--- config.mk ---
export PLATFORM = sky130hd
export DESIGN_NAME = opsc_core
export DESIGN_NICKNAME = d
export VERILOG_FILES = /design/src/core/opsc_pkg.sv /design/src/core/opsc_lfsr.sv /design/src/core/opsc_core.sv
export SDC_FILE = /design/constraint.sdc
export NUM_CORES = 1
export LEC_CHECK = 0
export BUFFER_PORTS_ARGS = -buffer_cell sky130_fd_sc_hd__buf_2
export CAP_MARGIN = 10
export CELL_PAD_IN_SITES_DETAIL_PLACEMENT = 0
export CELL_PAD_IN_SITES_GLOBAL_PLACEMENT = 1
export CORE_MARGIN = 1
export CORE_UTILIZATION = 35
export DETAILED_ROUTE_END_ITERATION = 6
export PLACE_DENSITY_LB_ADDON = 0.1
export SYNTH_ARGS = -nofsm -noshare
export SYNTH_HDL_FRONTEND = slang
export SYNTH_SLANG_ARGS = --single-unit
--- constraint.sdc ---
create_clock -name sys_clk -period 24 [get_ports sys_clk]
set_clock_uncertainty 0.1 [all_clocks]
set_input_delay 1.2 -clock sys_clk [delete_from_list [all_inputs] [get_ports sys_clk]]
set_output_delay 1.2 -clock sys_clk [all_outputs]
set_load 0.1 [all_outputs]
--- src/core/opsc_pkg.sv ---
// Shared constants for the op sampling capture block.
package opsc_pkg;
  localparam int OPSC_CNT_W = 27;
  localparam int OPSC_MAX_W = 23;
  localparam int OPSC_RND_W = 7;
  localparam int OPSC_PHYS_W = 52;
  // Register select codes on the model-specific register port.
  localparam logic [1:0] OPSC_SEL_FETCH_LIN = 2'h0;
  localparam logic [1:0] OPSC_SEL_FETCH_PHYS = 2'h1;
  localparam logic [1:0] OPSC_SEL_OP_CTL = 2'h2;
  localparam logic [1:0] OPSC_SEL_OP_ADDR = 2'h3;
  // Op control field positions.
  localparam int OPSC_CUR_LSB = 32;
  localparam int OPSC_CUR_MSB = 58;
  localparam int OPSC_MAXHI_LSB = 20;
  localparam int OPSC_MAXHI_MSB = 26;
  localparam int OPSC_SRC_BIT = 19;
  localparam int OPSC_VAL_BIT = 18;
  localparam int OPSC_EN_BIT = 17;
  localparam int OPSC_MAXLO_MSB = 15;
  // Counter bit ranges used on abort and for the compare.
  localparam int OPSC_CMP_LSB = 4;
  localparam int OPSC_ABORT_LSB = 7;
  // Reset values and the shift register feedback taps.
  localparam logic [26:0] OPSC_CNT_RST = 27'h0000000;
  localparam logic [6:0] OPSC_MAXHI_RST = 7'h00;
  localparam logic [15:0] OPSC_MAXLO_RST = 16'h0000;
  localparam logic [63:0] OPSC_ADDR_RST = 64'h0000000000000000;
  localparam logic [6:0] OPSC_LFSR_SEED = 7'h5A;
  localparam logic [6:0] OPSC_LFSR_TAPS = 7'h60;
  typedef enum logic [2:0] {
    OPSC_ST_COUNT = 3'b001,
    OPSC_ST_TAGGED = 3'b010,
    OPSC_ST_HELD = 3'b100
  } opsc_state_t;
endpackage

--- src/core/opsc_lfsr.sv ---
// Free-running Galois shift register giving a pseudo-random value.
`timescale 1ns/1ps
module opsc_lfsr #(
  parameter int WIDTH = 7,
  parameter logic [WIDTH-1:0] SEED = '1,
  parameter logic [WIDTH-1:0] TAPS = '1
) (
  input wire logic sys_clk,
  input wire logic reset,
  output logic [WIDTH-1:0] value
);
  typedef struct packed {
    logic [WIDTH-1:0] sr;
  } opsc_lfsr_t;
  opsc_lfsr_t cur_q;
  opsc_lfsr_t nxt_d;

  always_comb
  begin
    nxt_d = cur_q;
    nxt_d.sr = {1'b0, cur_q.sr[WIDTH-1:1]} ^ (cur_q.sr[0] ? TAPS : '0);
  end

  always_ff @(posedge sys_clk or posedge reset)
  begin
    if (reset)
      cur_q <= SEED;
    else
      cur_q <= nxt_d;
  end

  assign value = cur_q.sr;

  a_lfsr_nonzero: assert property (@(posedge sys_clk) disable iff (reset) cur_q.sr != '0)
    else $error("Random source stuck at zero.");
endmodule // opsc_lfsr

--- src/core/opsc_core.sv ---
// Op sampling capture: interval counter, tagging, capture and register port.
`timescale 1ns/1ps
module opsc_core (
  input wire logic sys_clk,
  input wire logic reset,
  input wire logic msr_rd,
  input wire logic msr_wr,
  input wire logic [1:0] msr_sel,
  input wire logic [63:0] msr_wdata,
  output logic [63:0] msr_rdata,
  input wire logic op_dispatch,
  input wire logic op_tag_retire,
  input wire logic op_tag_abort,
  input wire logic [63:0] op_retire_addr,
  input wire logic op_retire_addr_bad,
  input wire logic fetch_done,
  input wire logic [63:0] fetch_lin_in,
  input wire logic [opsc_pkg::OPSC_PHYS_W-1:0] fetch_phys_in,
  input wire logic fetch_phys_ok,
  input wire logic fetch_valid_clear,
  output logic op_tag,
  output logic op_irq,
  output logic op_address_invalid,
  output logic fetch_sample_valid,
  output logic fetch_phys_addr_valid
);
  import opsc_pkg::*;

  typedef struct packed {
    opsc_state_t st;
    logic [OPSC_CNT_W-1:0] cnt;
    logic [6:0] max_hi;
    logic [15:0] max_lo;
    logic src;
    logic val;
    logic en;
    logic [63:0] op_addr;
    logic addr_bad;
    logic [63:0] flin;
    logic [OPSC_PHYS_W-1:0] fphys;
    logic fval;
    logic fpv;
    logic [63:0] rdata;
    logic irq;
    logic tag;
  } opsc_core_t;

  opsc_core_t cur_q;
  opsc_core_t nxt_d;
  logic [OPSC_RND_W-1:0] rnd;
  logic [OPSC_MAX_W-1:0] max_cnt;
  logic match;
  logic advance;
  logic ctl_wr;
  logic clear_val;

  opsc_lfsr #(
    .WIDTH(OPSC_RND_W),
    .SEED(OPSC_LFSR_SEED),
    .TAPS(OPSC_LFSR_TAPS)
  ) u_rnd (
    .sys_clk(sys_clk),
    .reset(reset),
    .value(rnd)
  );

  assign max_cnt = {cur_q.max_hi, cur_q.max_lo};
  assign match = cur_q.cnt[OPSC_CNT_W-1:OPSC_CMP_LSB] == max_cnt;
  assign advance = cur_q.src ? op_dispatch : 1'b1;
  assign ctl_wr = msr_wr && (msr_sel == OPSC_SEL_OP_CTL);
  assign clear_val = ctl_wr && !msr_wdata[OPSC_VAL_BIT];

  always_comb
  begin
    nxt_d = cur_q;
    nxt_d.irq = 1'b0;
    nxt_d.tag = 1'b0;
    if (ctl_wr)
    begin
      nxt_d.max_hi = msr_wdata[OPSC_MAXHI_MSB:OPSC_MAXHI_LSB];
      nxt_d.max_lo = msr_wdata[OPSC_MAXLO_MSB:0];
      nxt_d.src = msr_wdata[OPSC_SRC_BIT];
      nxt_d.en = msr_wdata[OPSC_EN_BIT];
      nxt_d.val = msr_wdata[OPSC_VAL_BIT];
    end
    if (msr_wr && msr_sel == OPSC_SEL_OP_ADDR)
      nxt_d.op_addr = msr_wdata;
    // load start count on valid clear
    if (clear_val)
    begin
      nxt_d.cnt = msr_wdata[OPSC_CUR_MSB:OPSC_CUR_LSB];
      nxt_d.st = OPSC_ST_COUNT;
    end
    else if (ctl_wr && msr_wdata[OPSC_VAL_BIT] && !cur_q.val)
      nxt_d.st = OPSC_ST_HELD;
    case (cur_q.st)
      OPSC_ST_COUNT:
      begin
        // count while enabled and not valid
        if (cur_q.en && !cur_q.val && !clear_val)
        begin
          if (match)
          begin
            nxt_d.tag = 1'b1;
            nxt_d.st = OPSC_ST_TAGGED;
          end
          else if (advance)
            nxt_d.cnt = cur_q.cnt + 27'h0000001;
        end
      end
      OPSC_ST_TAGGED:
      begin
        // capture on retire; set beats a same-cycle clear
        if (op_tag_retire)
        begin
          nxt_d.op_addr = op_retire_addr;
          nxt_d.addr_bad = op_retire_addr_bad;
          nxt_d.val = 1'b1;
          nxt_d.irq = 1'b1;
          nxt_d.st = OPSC_ST_HELD;
        end
        // abort reseeds the counter
        // A restart written in the same cycle outranks the abort reseed.
        else if (op_tag_abort && !clear_val)
        begin
          nxt_d.cnt = {20'h00000, rnd};
          nxt_d.st = OPSC_ST_COUNT;
        end
        else if (!nxt_d.en)
          nxt_d.st = OPSC_ST_COUNT;
      end
      OPSC_ST_HELD:
      begin
        if (!nxt_d.val)
          nxt_d.st = OPSC_ST_COUNT;
      end
      default:
        nxt_d.st = OPSC_ST_COUNT;
    endcase
    // fetch capture sets the flag; set wins over clear
    if (fetch_done)
    begin
      nxt_d.flin = fetch_lin_in;
      nxt_d.fphys = fetch_phys_in;
      nxt_d.fval = 1'b1;
      nxt_d.fpv = fetch_phys_ok;
    end
    else if (fetch_valid_clear)
    begin
      nxt_d.fval = 1'b0;
      nxt_d.fpv = 1'b0;
    end
    nxt_d.rdata = 64'h0000000000000000;
    if (msr_rd)
    begin
      case (msr_sel)
        OPSC_SEL_FETCH_LIN: nxt_d.rdata = cur_q.flin;
        OPSC_SEL_FETCH_PHYS: nxt_d.rdata = {12'h000, cur_q.fphys};
        OPSC_SEL_OP_CTL: nxt_d.rdata = {5'h00, cur_q.cnt, 5'h00, cur_q.max_hi, cur_q.src,
          cur_q.val, cur_q.en, 1'b0, cur_q.max_lo};
        OPSC_SEL_OP_ADDR: nxt_d.rdata = cur_q.op_addr;
        default: nxt_d.rdata = 64'h0000000000000000;
      endcase
    end
  end

  always_ff @(posedge sys_clk or posedge reset)
  begin
    if (reset)
    begin
      cur_q.st <= OPSC_ST_COUNT;
      cur_q.cnt <= OPSC_CNT_RST;
      cur_q.max_hi <= OPSC_MAXHI_RST;
      cur_q.max_lo <= OPSC_MAXLO_RST;
      cur_q.src <= 1'b0;
      cur_q.val <= 1'b0;
      cur_q.en <= 1'b0;
      cur_q.op_addr <= OPSC_ADDR_RST;
      cur_q.addr_bad <= 1'b0;
      cur_q.flin <= OPSC_ADDR_RST;
      cur_q.fphys <= OPSC_ADDR_RST[OPSC_PHYS_W-1:0];
      cur_q.fval <= 1'b0;
      cur_q.fpv <= 1'b0;
      cur_q.rdata <= OPSC_ADDR_RST;
      cur_q.irq <= 1'b0;
      cur_q.tag <= 1'b0;
    end
    else
      cur_q <= nxt_d;
  end

  assign msr_rdata = cur_q.rdata;
  assign op_irq = cur_q.irq;
  assign op_tag = cur_q.tag;
  assign op_address_invalid = cur_q.addr_bad;
  assign fetch_sample_valid = cur_q.fval;
  assign fetch_phys_addr_valid = cur_q.fpv;

  a_count_one_step: assert property (@(posedge sys_clk) disable iff (reset)
    (cur_q.st == OPSC_ST_COUNT && cur_q.en && !cur_q.val && !match && !clear_val && advance)
    |=> cur_q.cnt == $past(cur_q.cnt) + 27'h0000001)
    else $error("Counter did not advance.");
  a_match_tags: assert property (@(posedge sys_clk) disable iff (reset)
    (cur_q.st == OPSC_ST_COUNT && cur_q.en && !cur_q.val && match && !clear_val)
    |=> op_tag && cur_q.st == OPSC_ST_TAGGED)
    else $error("Match did not tag an op.");
  a_retire_sets_val: assert property (@(posedge sys_clk) disable iff (reset)
    (cur_q.st == OPSC_ST_TAGGED && op_tag_retire)
    |=> cur_q.val && op_irq && cur_q.op_addr == $past(op_retire_addr))
    else $error("Retire did not capture.");
  a_held_stops: assert property (@(posedge sys_clk) disable iff (reset)
    (cur_q.val && !ctl_wr) |=> $stable(cur_q.cnt))
    else $error("Counter moved while valid.");
  a_irq_pulse: assert property (@(posedge sys_clk) disable iff (reset)
    op_irq |=> !op_irq)
    else $error("Interrupt longer than a cycle.");
  a_abort_reseed: assert property (@(posedge sys_clk) disable iff (reset)
    (cur_q.st == OPSC_ST_TAGGED && !op_tag_retire && op_tag_abort && !clear_val)
    |=> cur_q.cnt[26:7] == 20'h00000 && !cur_q.val && cur_q.cnt[6:0] == $past(rnd))
    else $error("Abort did not reseed.");
  a_clear_loads: assert property (@(posedge sys_clk) disable iff (reset)
    (clear_val && !(cur_q.st == OPSC_ST_TAGGED && op_tag_retire))
    |=> cur_q.cnt == $past(msr_wdata[58:32]) && !cur_q.val)
    else $error("Clear did not load count.");
  a_phys_zero: assert property (@(posedge sys_clk) disable iff (reset)
    (msr_rd && msr_sel == OPSC_SEL_FETCH_PHYS) |=> msr_rdata[63:52] == 12'h000)
    else $error("Reserved physical bits set.");
  a_fetch_lin_ro: assert property (@(posedge sys_clk) disable iff (reset)
    (!fetch_done) |=> $stable(cur_q.flin) && $stable(cur_q.fphys))
    else $error("Fetch address changed without fetch.");
  a_fetch_flags: assert property (@(posedge sys_clk) disable iff (reset)
    fetch_done |=> fetch_sample_valid && fetch_phys_addr_valid == $past(fetch_phys_ok))
    else $error("Fetch flags wrong.");
  a_phys_needs_val: assert property (@(posedge sys_clk) disable iff (reset)
    fetch_phys_addr_valid |-> fetch_sample_valid)
    else $error("Physical valid without fetch valid.");
  a_disabled_idle: assert property (@(posedge sys_clk) disable iff (reset)
    (cur_q.st == OPSC_ST_COUNT && !cur_q.en && !ctl_wr) |=> $stable(cur_q.cnt) && !op_tag)
    else $error("Counter moved while disabled.");
  a_dispatch_gates: assert property (@(posedge sys_clk) disable iff (reset)
    (cur_q.st == OPSC_ST_COUNT && cur_q.src && !op_dispatch && !ctl_wr) |=> $stable(cur_q.cnt))
    else $error("Counter moved without a dispatch.");
  a_addr_bad_capture: assert property (@(posedge sys_clk) disable iff (reset)
    (cur_q.st == OPSC_ST_TAGGED && op_tag_retire)
    |=> op_address_invalid == $past(op_retire_addr_bad))
    else $error("Address invalid flag not captured.");
  a_fetch_capture: assert property (@(posedge sys_clk) disable iff (reset)
    fetch_done |=> cur_q.flin == $past(fetch_lin_in) && cur_q.fphys == $past(fetch_phys_in))
    else $error("Fetch addresses not captured.");
  a_ctl_reserved: assert property (@(posedge sys_clk) disable iff (reset)
    (msr_rd && msr_sel == OPSC_SEL_OP_CTL)
    |=> msr_rdata[63:59] == 5'h00 && msr_rdata[31:27] == 5'h00 && !msr_rdata[16])
    else $error("Reserved control bits set.");
  a_tag_pulse: assert property (@(posedge sys_clk) disable iff (reset)
    op_tag |=> !op_tag)
    else $error("Tag longer than a cycle.");
  a_disable_drops: assert property (@(posedge sys_clk) disable iff (reset)
    (cur_q.st == OPSC_ST_TAGGED && !op_tag_retire && !op_tag_abort && ctl_wr
    && !msr_wdata[OPSC_EN_BIT]) |=> cur_q.st == OPSC_ST_COUNT)
    else $error("Disable did not drop the tag.");

  c_tag_retire: cover property (@(posedge sys_clk) disable iff (reset)
    op_tag ##[1:20] op_irq);
  c_tag_abort: cover property (@(posedge sys_clk) disable iff (reset)
    cur_q.st == OPSC_ST_TAGGED && op_tag_abort);
  c_clear_restart: cover property (@(posedge sys_clk) disable iff (reset)
    cur_q.val && clear_val);
  c_dispatch_tag: cover property (@(posedge sys_clk) disable iff (reset)
    cur_q.src && op_tag);
  c_fetch_set_wins: cover property (@(posedge sys_clk) disable iff (reset)
    fetch_done && fetch_valid_clear);
endmodule // opsc_core

Word-level counts from Yosys, hierarchy flattened
Cells that the tools add are included.
{"block": "op_classes", "n_lt_le_gt_ge": 0, "add_sub_neg": 1, "n_bitwise": 1, "div": 0, "reduce_logical": 14, "shift": 0, "n_eq_ne": 7, "muxes": 32, "n_mul": 0}
{"operator": "case mux 64 bit (4 select lines)", "n": 1}
{"operator": "two-way mux 27 bit", "n": 5}
{"operator": "two-way mux 65 bit", "n": 2}
{"operator": "two-way mux 64 bit", "n": 2}
{"operator": "case mux 27 bit (2 select lines)", "n": 1}
{"operator": "two-way mux 30 bit", "n": 1}
{"operator": "adder 27 x 1 -> 27 bit, second input constant", "n": 1}
{"operator": "equality test 23 bit", "n": 1}
{"operator": "two-way mux 3 bit", "n": 7}
{"operator": "case mux 3 bit (3 select lines)", "n": 1}
{"operator": "logical AND 1 bit", "n": 8}
{"operator": "two-way mux 1 bit", "n": 8}
{"operator": "two-way mux 7 bit", "n": 1}
{"operator": "XOR 6 x 7 -> 7 bit", "n": 1}
{"operator": "two-way mux 2 bit", "n": 3}
{"operator": "equality test 2 bit, second input constant", "n": 2}
{"operator": "equality test 3 x 1 -> 1 bit, second input constant", "n": 1}
{"operator": "equality test 3 x 2 -> 1 bit, second input constant", "n": 1}
{"operator": "equality test 3 bit, second input constant", "n": 1}
{"operator": "zero test 1 bit", "n": 3}
{"operator": "equality test 2 x 1 -> 1 bit, second input constant", "n": 1}
{"operator": "zero test 2 bit", "n": 1}
{"operator": "AND reduction 2 bit", "n": 1}
{"operator": "nonzero test 2 bit", "n": 1}
{"block": "totals", "latchBits": 0, "mem_bits_ro": 0, "mem_bits_rw": 0, "inputBits": 257, "regBits": 312, "out_inout_bits": 69, "elab_cells": 72, "mem_count": 0}

Longest topological paths before layout
{"block": "logic_depth", "depth_word": 10, "depth_mapped": 9, "depth_no_buf": 7}

Hierarchy
Synthesis repeated with hierarchy kept, for this count alone.
{"block": "hier_totals", "cells_unflattened": 1180, "hier_area_um2": 14786.7}
{"module": "opsc_core", "seq_area_each_um2": 7633.6, "cells_each": 1165, "instances": 1, "area_each_um2": 14549.0}
{"module": "opsc_lfsr", "seq_area_each_um2": 180.2, "cells_each": 15, "instances": 1, "area_each_um2": 237.7}

Least setup slack after synthesis
Ideal clock, no wire load.
{"block": "synth_path", "path_type": "input to register", "from": "input port msr_sel[1]", "to": "register cur_q[284] in the netlist's numbering", "path_buffers": 4, "stages": 9, "required_time_ns": 23.773, "arrival_time_ns": 2.537, "setup_time_ns": 0.127, "slack_ns": 21.236, "path_cell_list": "buf_2 -> nor4bb_1 -> buf_2 -> nor2_1 -> a31o_1 -> buf_6 -> buf_8 -> a22oi_1 -> nand3_1"}
{"element": "start: declaration", "line": "opsc_core.sv:8", "source": "input wire logic [1:0] msr_sel,"}
{"element": "end signal: assignment", "line": "opsc_core.sv:189", "source": "cur_q <= nxt_d;"}
{"element": "end: declaration", "line": "opsc_core.sv:48", "source": "opsc_core_t cur_q;"}

==> results.json <==
{
  "rsz0062_at_grt": "no",
  "firstDrtPassIters": 5,
  "synth_seq_cells": 312,
  "clockBufferDepth": 3,
  "drive_above_1_share_pct": 41.59,
  "switchingPower_w": 0.0005445,
  "setup_ws_ns": 20.51,
  "synth_nets": 1468,
  "peakVddDrop_mv": 0.04765,
  "cp.required_ns": 24.32,
  "power_frac_clock_pct": 34.7,
  "worst_slew_pin_slew_ns": 1.123,
  "hold_class": "register to register",
  "grt.total_usage_pct": 20.59,
  "antenna_found_initial": 4,
  "crit_path_end_kind": "register",
  "final_nets": 1701,
  "initial_utilization_pct": 35.60,
  "worstSetupStartpointType": "input port",
  "yosysWarningCount": 0,
  "max-cap-violations": 0,
  "via_per_inst": 5.079,
  "synth_edf_count": 0,
  "grt_pass1_vias": 10970,
  "slew_headroom_pct": 24.99,
  "period_share_pct": 14.53,
  "max_freq_mhz": 286.8,
  "syn-instance-count": 1210,
  "synthArstFlopShare_pct": 100.0,
  "cts_sinks": 312,
  "cts_buffers": 39,
  "cts_hold_buf": 0,
  "slew_viol_final": 0,
  "fin_setup_tns_ns": 0,
  "crit_type": "input port to register",
  "wl_um": 44330,
  "die_area_mm2": 0.04369,
  "seq_area_frac_synth_pct": 52.09,
  "worstPathArrival_ns": 3.81,
  "dieHeight_um": 209.0,
  "grt_max_degree": 104,
  "port_buffers": 325,
  "hold_viol_final": 0,
  "grt_remaining_overflow": 0,
  "slowest_delay_ns": 1.07,
  "ys_types": 68,
  "crit_family": "simple AND/OR/NAND/NOR gates",
  "rows": 75,
  "syn_area_per_cell_um2": 12.40,
  "syn-cell-area_mm2": 0.01500,
  "worst-path-max-fanout": 23,
  "post_cts_resized": 0,
  "cts_setup_buffers": 0,
  "antenna_left": 0,
  "syn2layout_area_growth_pct": 18.80,
  "coreArea_mm2": 0.04213,
  "grt_pass1_wl_um": 67660,
  "cts_tree": "yes",
  "pin_count": 326,
  "p_seq_share_pct": 43.2,
  "p_comb_share_pct": 22.1,
  "p_int_w": 0.001097,
  "setup_viol": 0,
  "vias": 10210,
  "p_per_area_mw_per_mm2": 92.08,
  "drc": 0,
  "place_area_mm2": 0.01656,
  "status": "completed",
  "clock_latency_ns": 0.55,
  "synthFlopType": "dfrtp_1",
  "first_iter_violations": 454,
  "path_buf_inv": 2,
  "fin_area_mm2": 0.01782,
  "wire_per_inst_um": 22.04,
  "fin_crit_ns": 3.487,
  "htree_levels": 2,
  "path_clk_slew_ns": 0.06,
  "p_sw_share_pct": 33.18,
  "leakage_nw": 8.261,
  "place.gp.congestion": 0.7706,
  "rrSetupSlack_ns": 21.03,
  "pre_cts_slack_ns": 20.00,
  "cp_cell_sequence": "buf_4, nor4bb_4, buf_4, mux2i_1, mux2i_1, a221o_1",
  "fp.dieW_um": 209.0,
  "cts-root-buf": "clkbuf_16",
  "place_hpwl_um": 30540,
  "cpMaxStageDelayCell": "nor4bb_4"
}
## layout make-up
type / instances / area [µm²]
flip-flops and latches: 312 / 7814
clock inverters: 8 / 61.31
inverters: 12 / 55.05
repair buffers: 336 / 1720
diodes: 3 / 7.507
clock buffers: 59 / 1192
well taps: 539 / 674.4
multi-input cells: 742 / 6296
fillers: 4064 / 24310
## cells in the mapped netlist (all sizes together), types with 2 or more instances
cell	number	share of area [%]
dfrtp	307	51
mux2	146	11
buf	109	4.9
nand2	107	2.7
o21ai	92	3.1
mux2i	84	5.6
and2	57	2.4
mux4	46	7.0
clkbuf	35	1.0
a22oi	28	1.4
xnor2	25	1.5
nor2	23	0.58
nand3	20	0.70
a21oi	13	0.48
inv	12	0.30
nand4	12	0.60
nor2b	12	0.50
nor3	7	0.23
nor4	6	0.45
xor2	6	0.35
and4	5	0.33
dfstp	5	0.88
or4	5	0.25
a32oi	4	0.23
o21a	4	0.20
a221o	3	0.20
and3	3	0.13
nor3b	3	0.23
or2	3	0.13
or3	3	0.13
a21o	2	0.10
a221oi	2	0.16
a31oi	2	0.083
and2b	2	0.11
nand2b	2	0.083
o211ai	2	0.10
o31a	2	0.12
## power by group through the flow
stage	Clock [W]	Sequential (W)	Combinational, W
5_1_grt	0.000607	0.000722	0.000393
2_1_floorplan	0	0.000661	0.000329
4_1_cts	0.000589	0.000711	0.000367
6_report	0.000569	0.000709	0.000362
3_3_place_gp	0	0.000719	0.000361
3_5_place_dp	0	0.000720	0.000365
## cell families (layout without fill, tap and decap cells)
| group | after synthesis | in the layout | synth area share (%) |
|---|---|---|---|
| AO/OA/AOI/OAI | 158 | 158 | 6.389 |
| XOR/XNOR | 31 | 31 | 1.860 |
| adder cells (fa/ha/maj) | 1 | 1 | 0.08340 |
| buffers and inverters | 156 | 415 | 6.189 |
| flip-flops | 312 | 312 | 52.09 |
| multiplexers | 276 | 276 | 23.52 |
| other | 0 | 3 | 0 |
| AND/OR/NAND/NOR | 276 | 276 | 9.867 |
## stage by stage
step                std cells  hold WS [ns]  total power (W)  utilization (%)
floorplan                1210        0.2542        0.0009908                -
global placement         1941        0.2635         0.001080            39.30
detailed placement       1941        0.2603         0.001085            39.30
CTS                      2008        0.2686         0.001667            42.28
global route             2010        0.2756         0.001721            42.29
finish                   2011        0.2704         0.001641            42.30
## cells in the final DEF (no fill, tap or decap), types with 8 or more instances in the layout
cell type,Yosys,final
mux2i_1,84,84
xnor2_1,24,24
o21ai_1,8,8
dfrtp_1,307,307
mux2_2,146,146
nand2_1,107,107
and2_1,57,57
a21oi_1,11,11
a22oi_1,28,28
o21ai_0,84,84
inv_1,11,10
clkbuf_16,0,40
buf_2,25,322
nor2_1,23,22
clkbuf_8,2,12
nand3_1,19,18
nor2b_1,12,12
mux4_2,44,44
buf_4,66,13
nand4_1,11,11
## path summary, 6_finish.rpt
| check | depth (start not counted) | start | end |
|---|---|---|---|
| min in group asynchronous | 2 | reset | msr_rdata[6] |
| worst min-delay path | 0 | u_rnd.value[4] | u_rnd.value[3] |
| worst max register to register | 5 | cur_q[303] | cur_q[207] |
| worst min register to register | 0 | u_rnd.value[4] | u_rnd.value[3] |
| max in group asynchronous | 4 | reset | cur_q[208] |
| worst max-delay path | 6 | msr_sel[1] | cur_q[278] |
## flip-flops by register name (all words and copies together), names as in the netlist
| signal | cells |
|---|---|
| op_address_invalid | 1 |
| u_rnd.value | 7 |
| msr_rdata | 64 |
| fetch_sample_valid | 1 |
| fetch_phys_addr_valid | 1 |
| cur_q | 236 |
| op_irq | 1 |
| op_tag | 1 |
## routing by layer
| layer | track usage [%] | part of all wire [%] | vias to the layer above | routed length, µm |
|---|---|---|---|---|
| li1 | - | - | 4720 | - |
| met5 | 0 | 0.070 | - | 31 |
| met4 | 5.832 | 2.0 | 4 | 868 |
| met1 | 27.77 | 45 | 5172 | 19870 |
| met2 | 33.82 | 48 | 266 | 21450 |
| met3 | 3.832 | 4.8 | 52 | 2112 |
(Power assumes the default switching activity.)
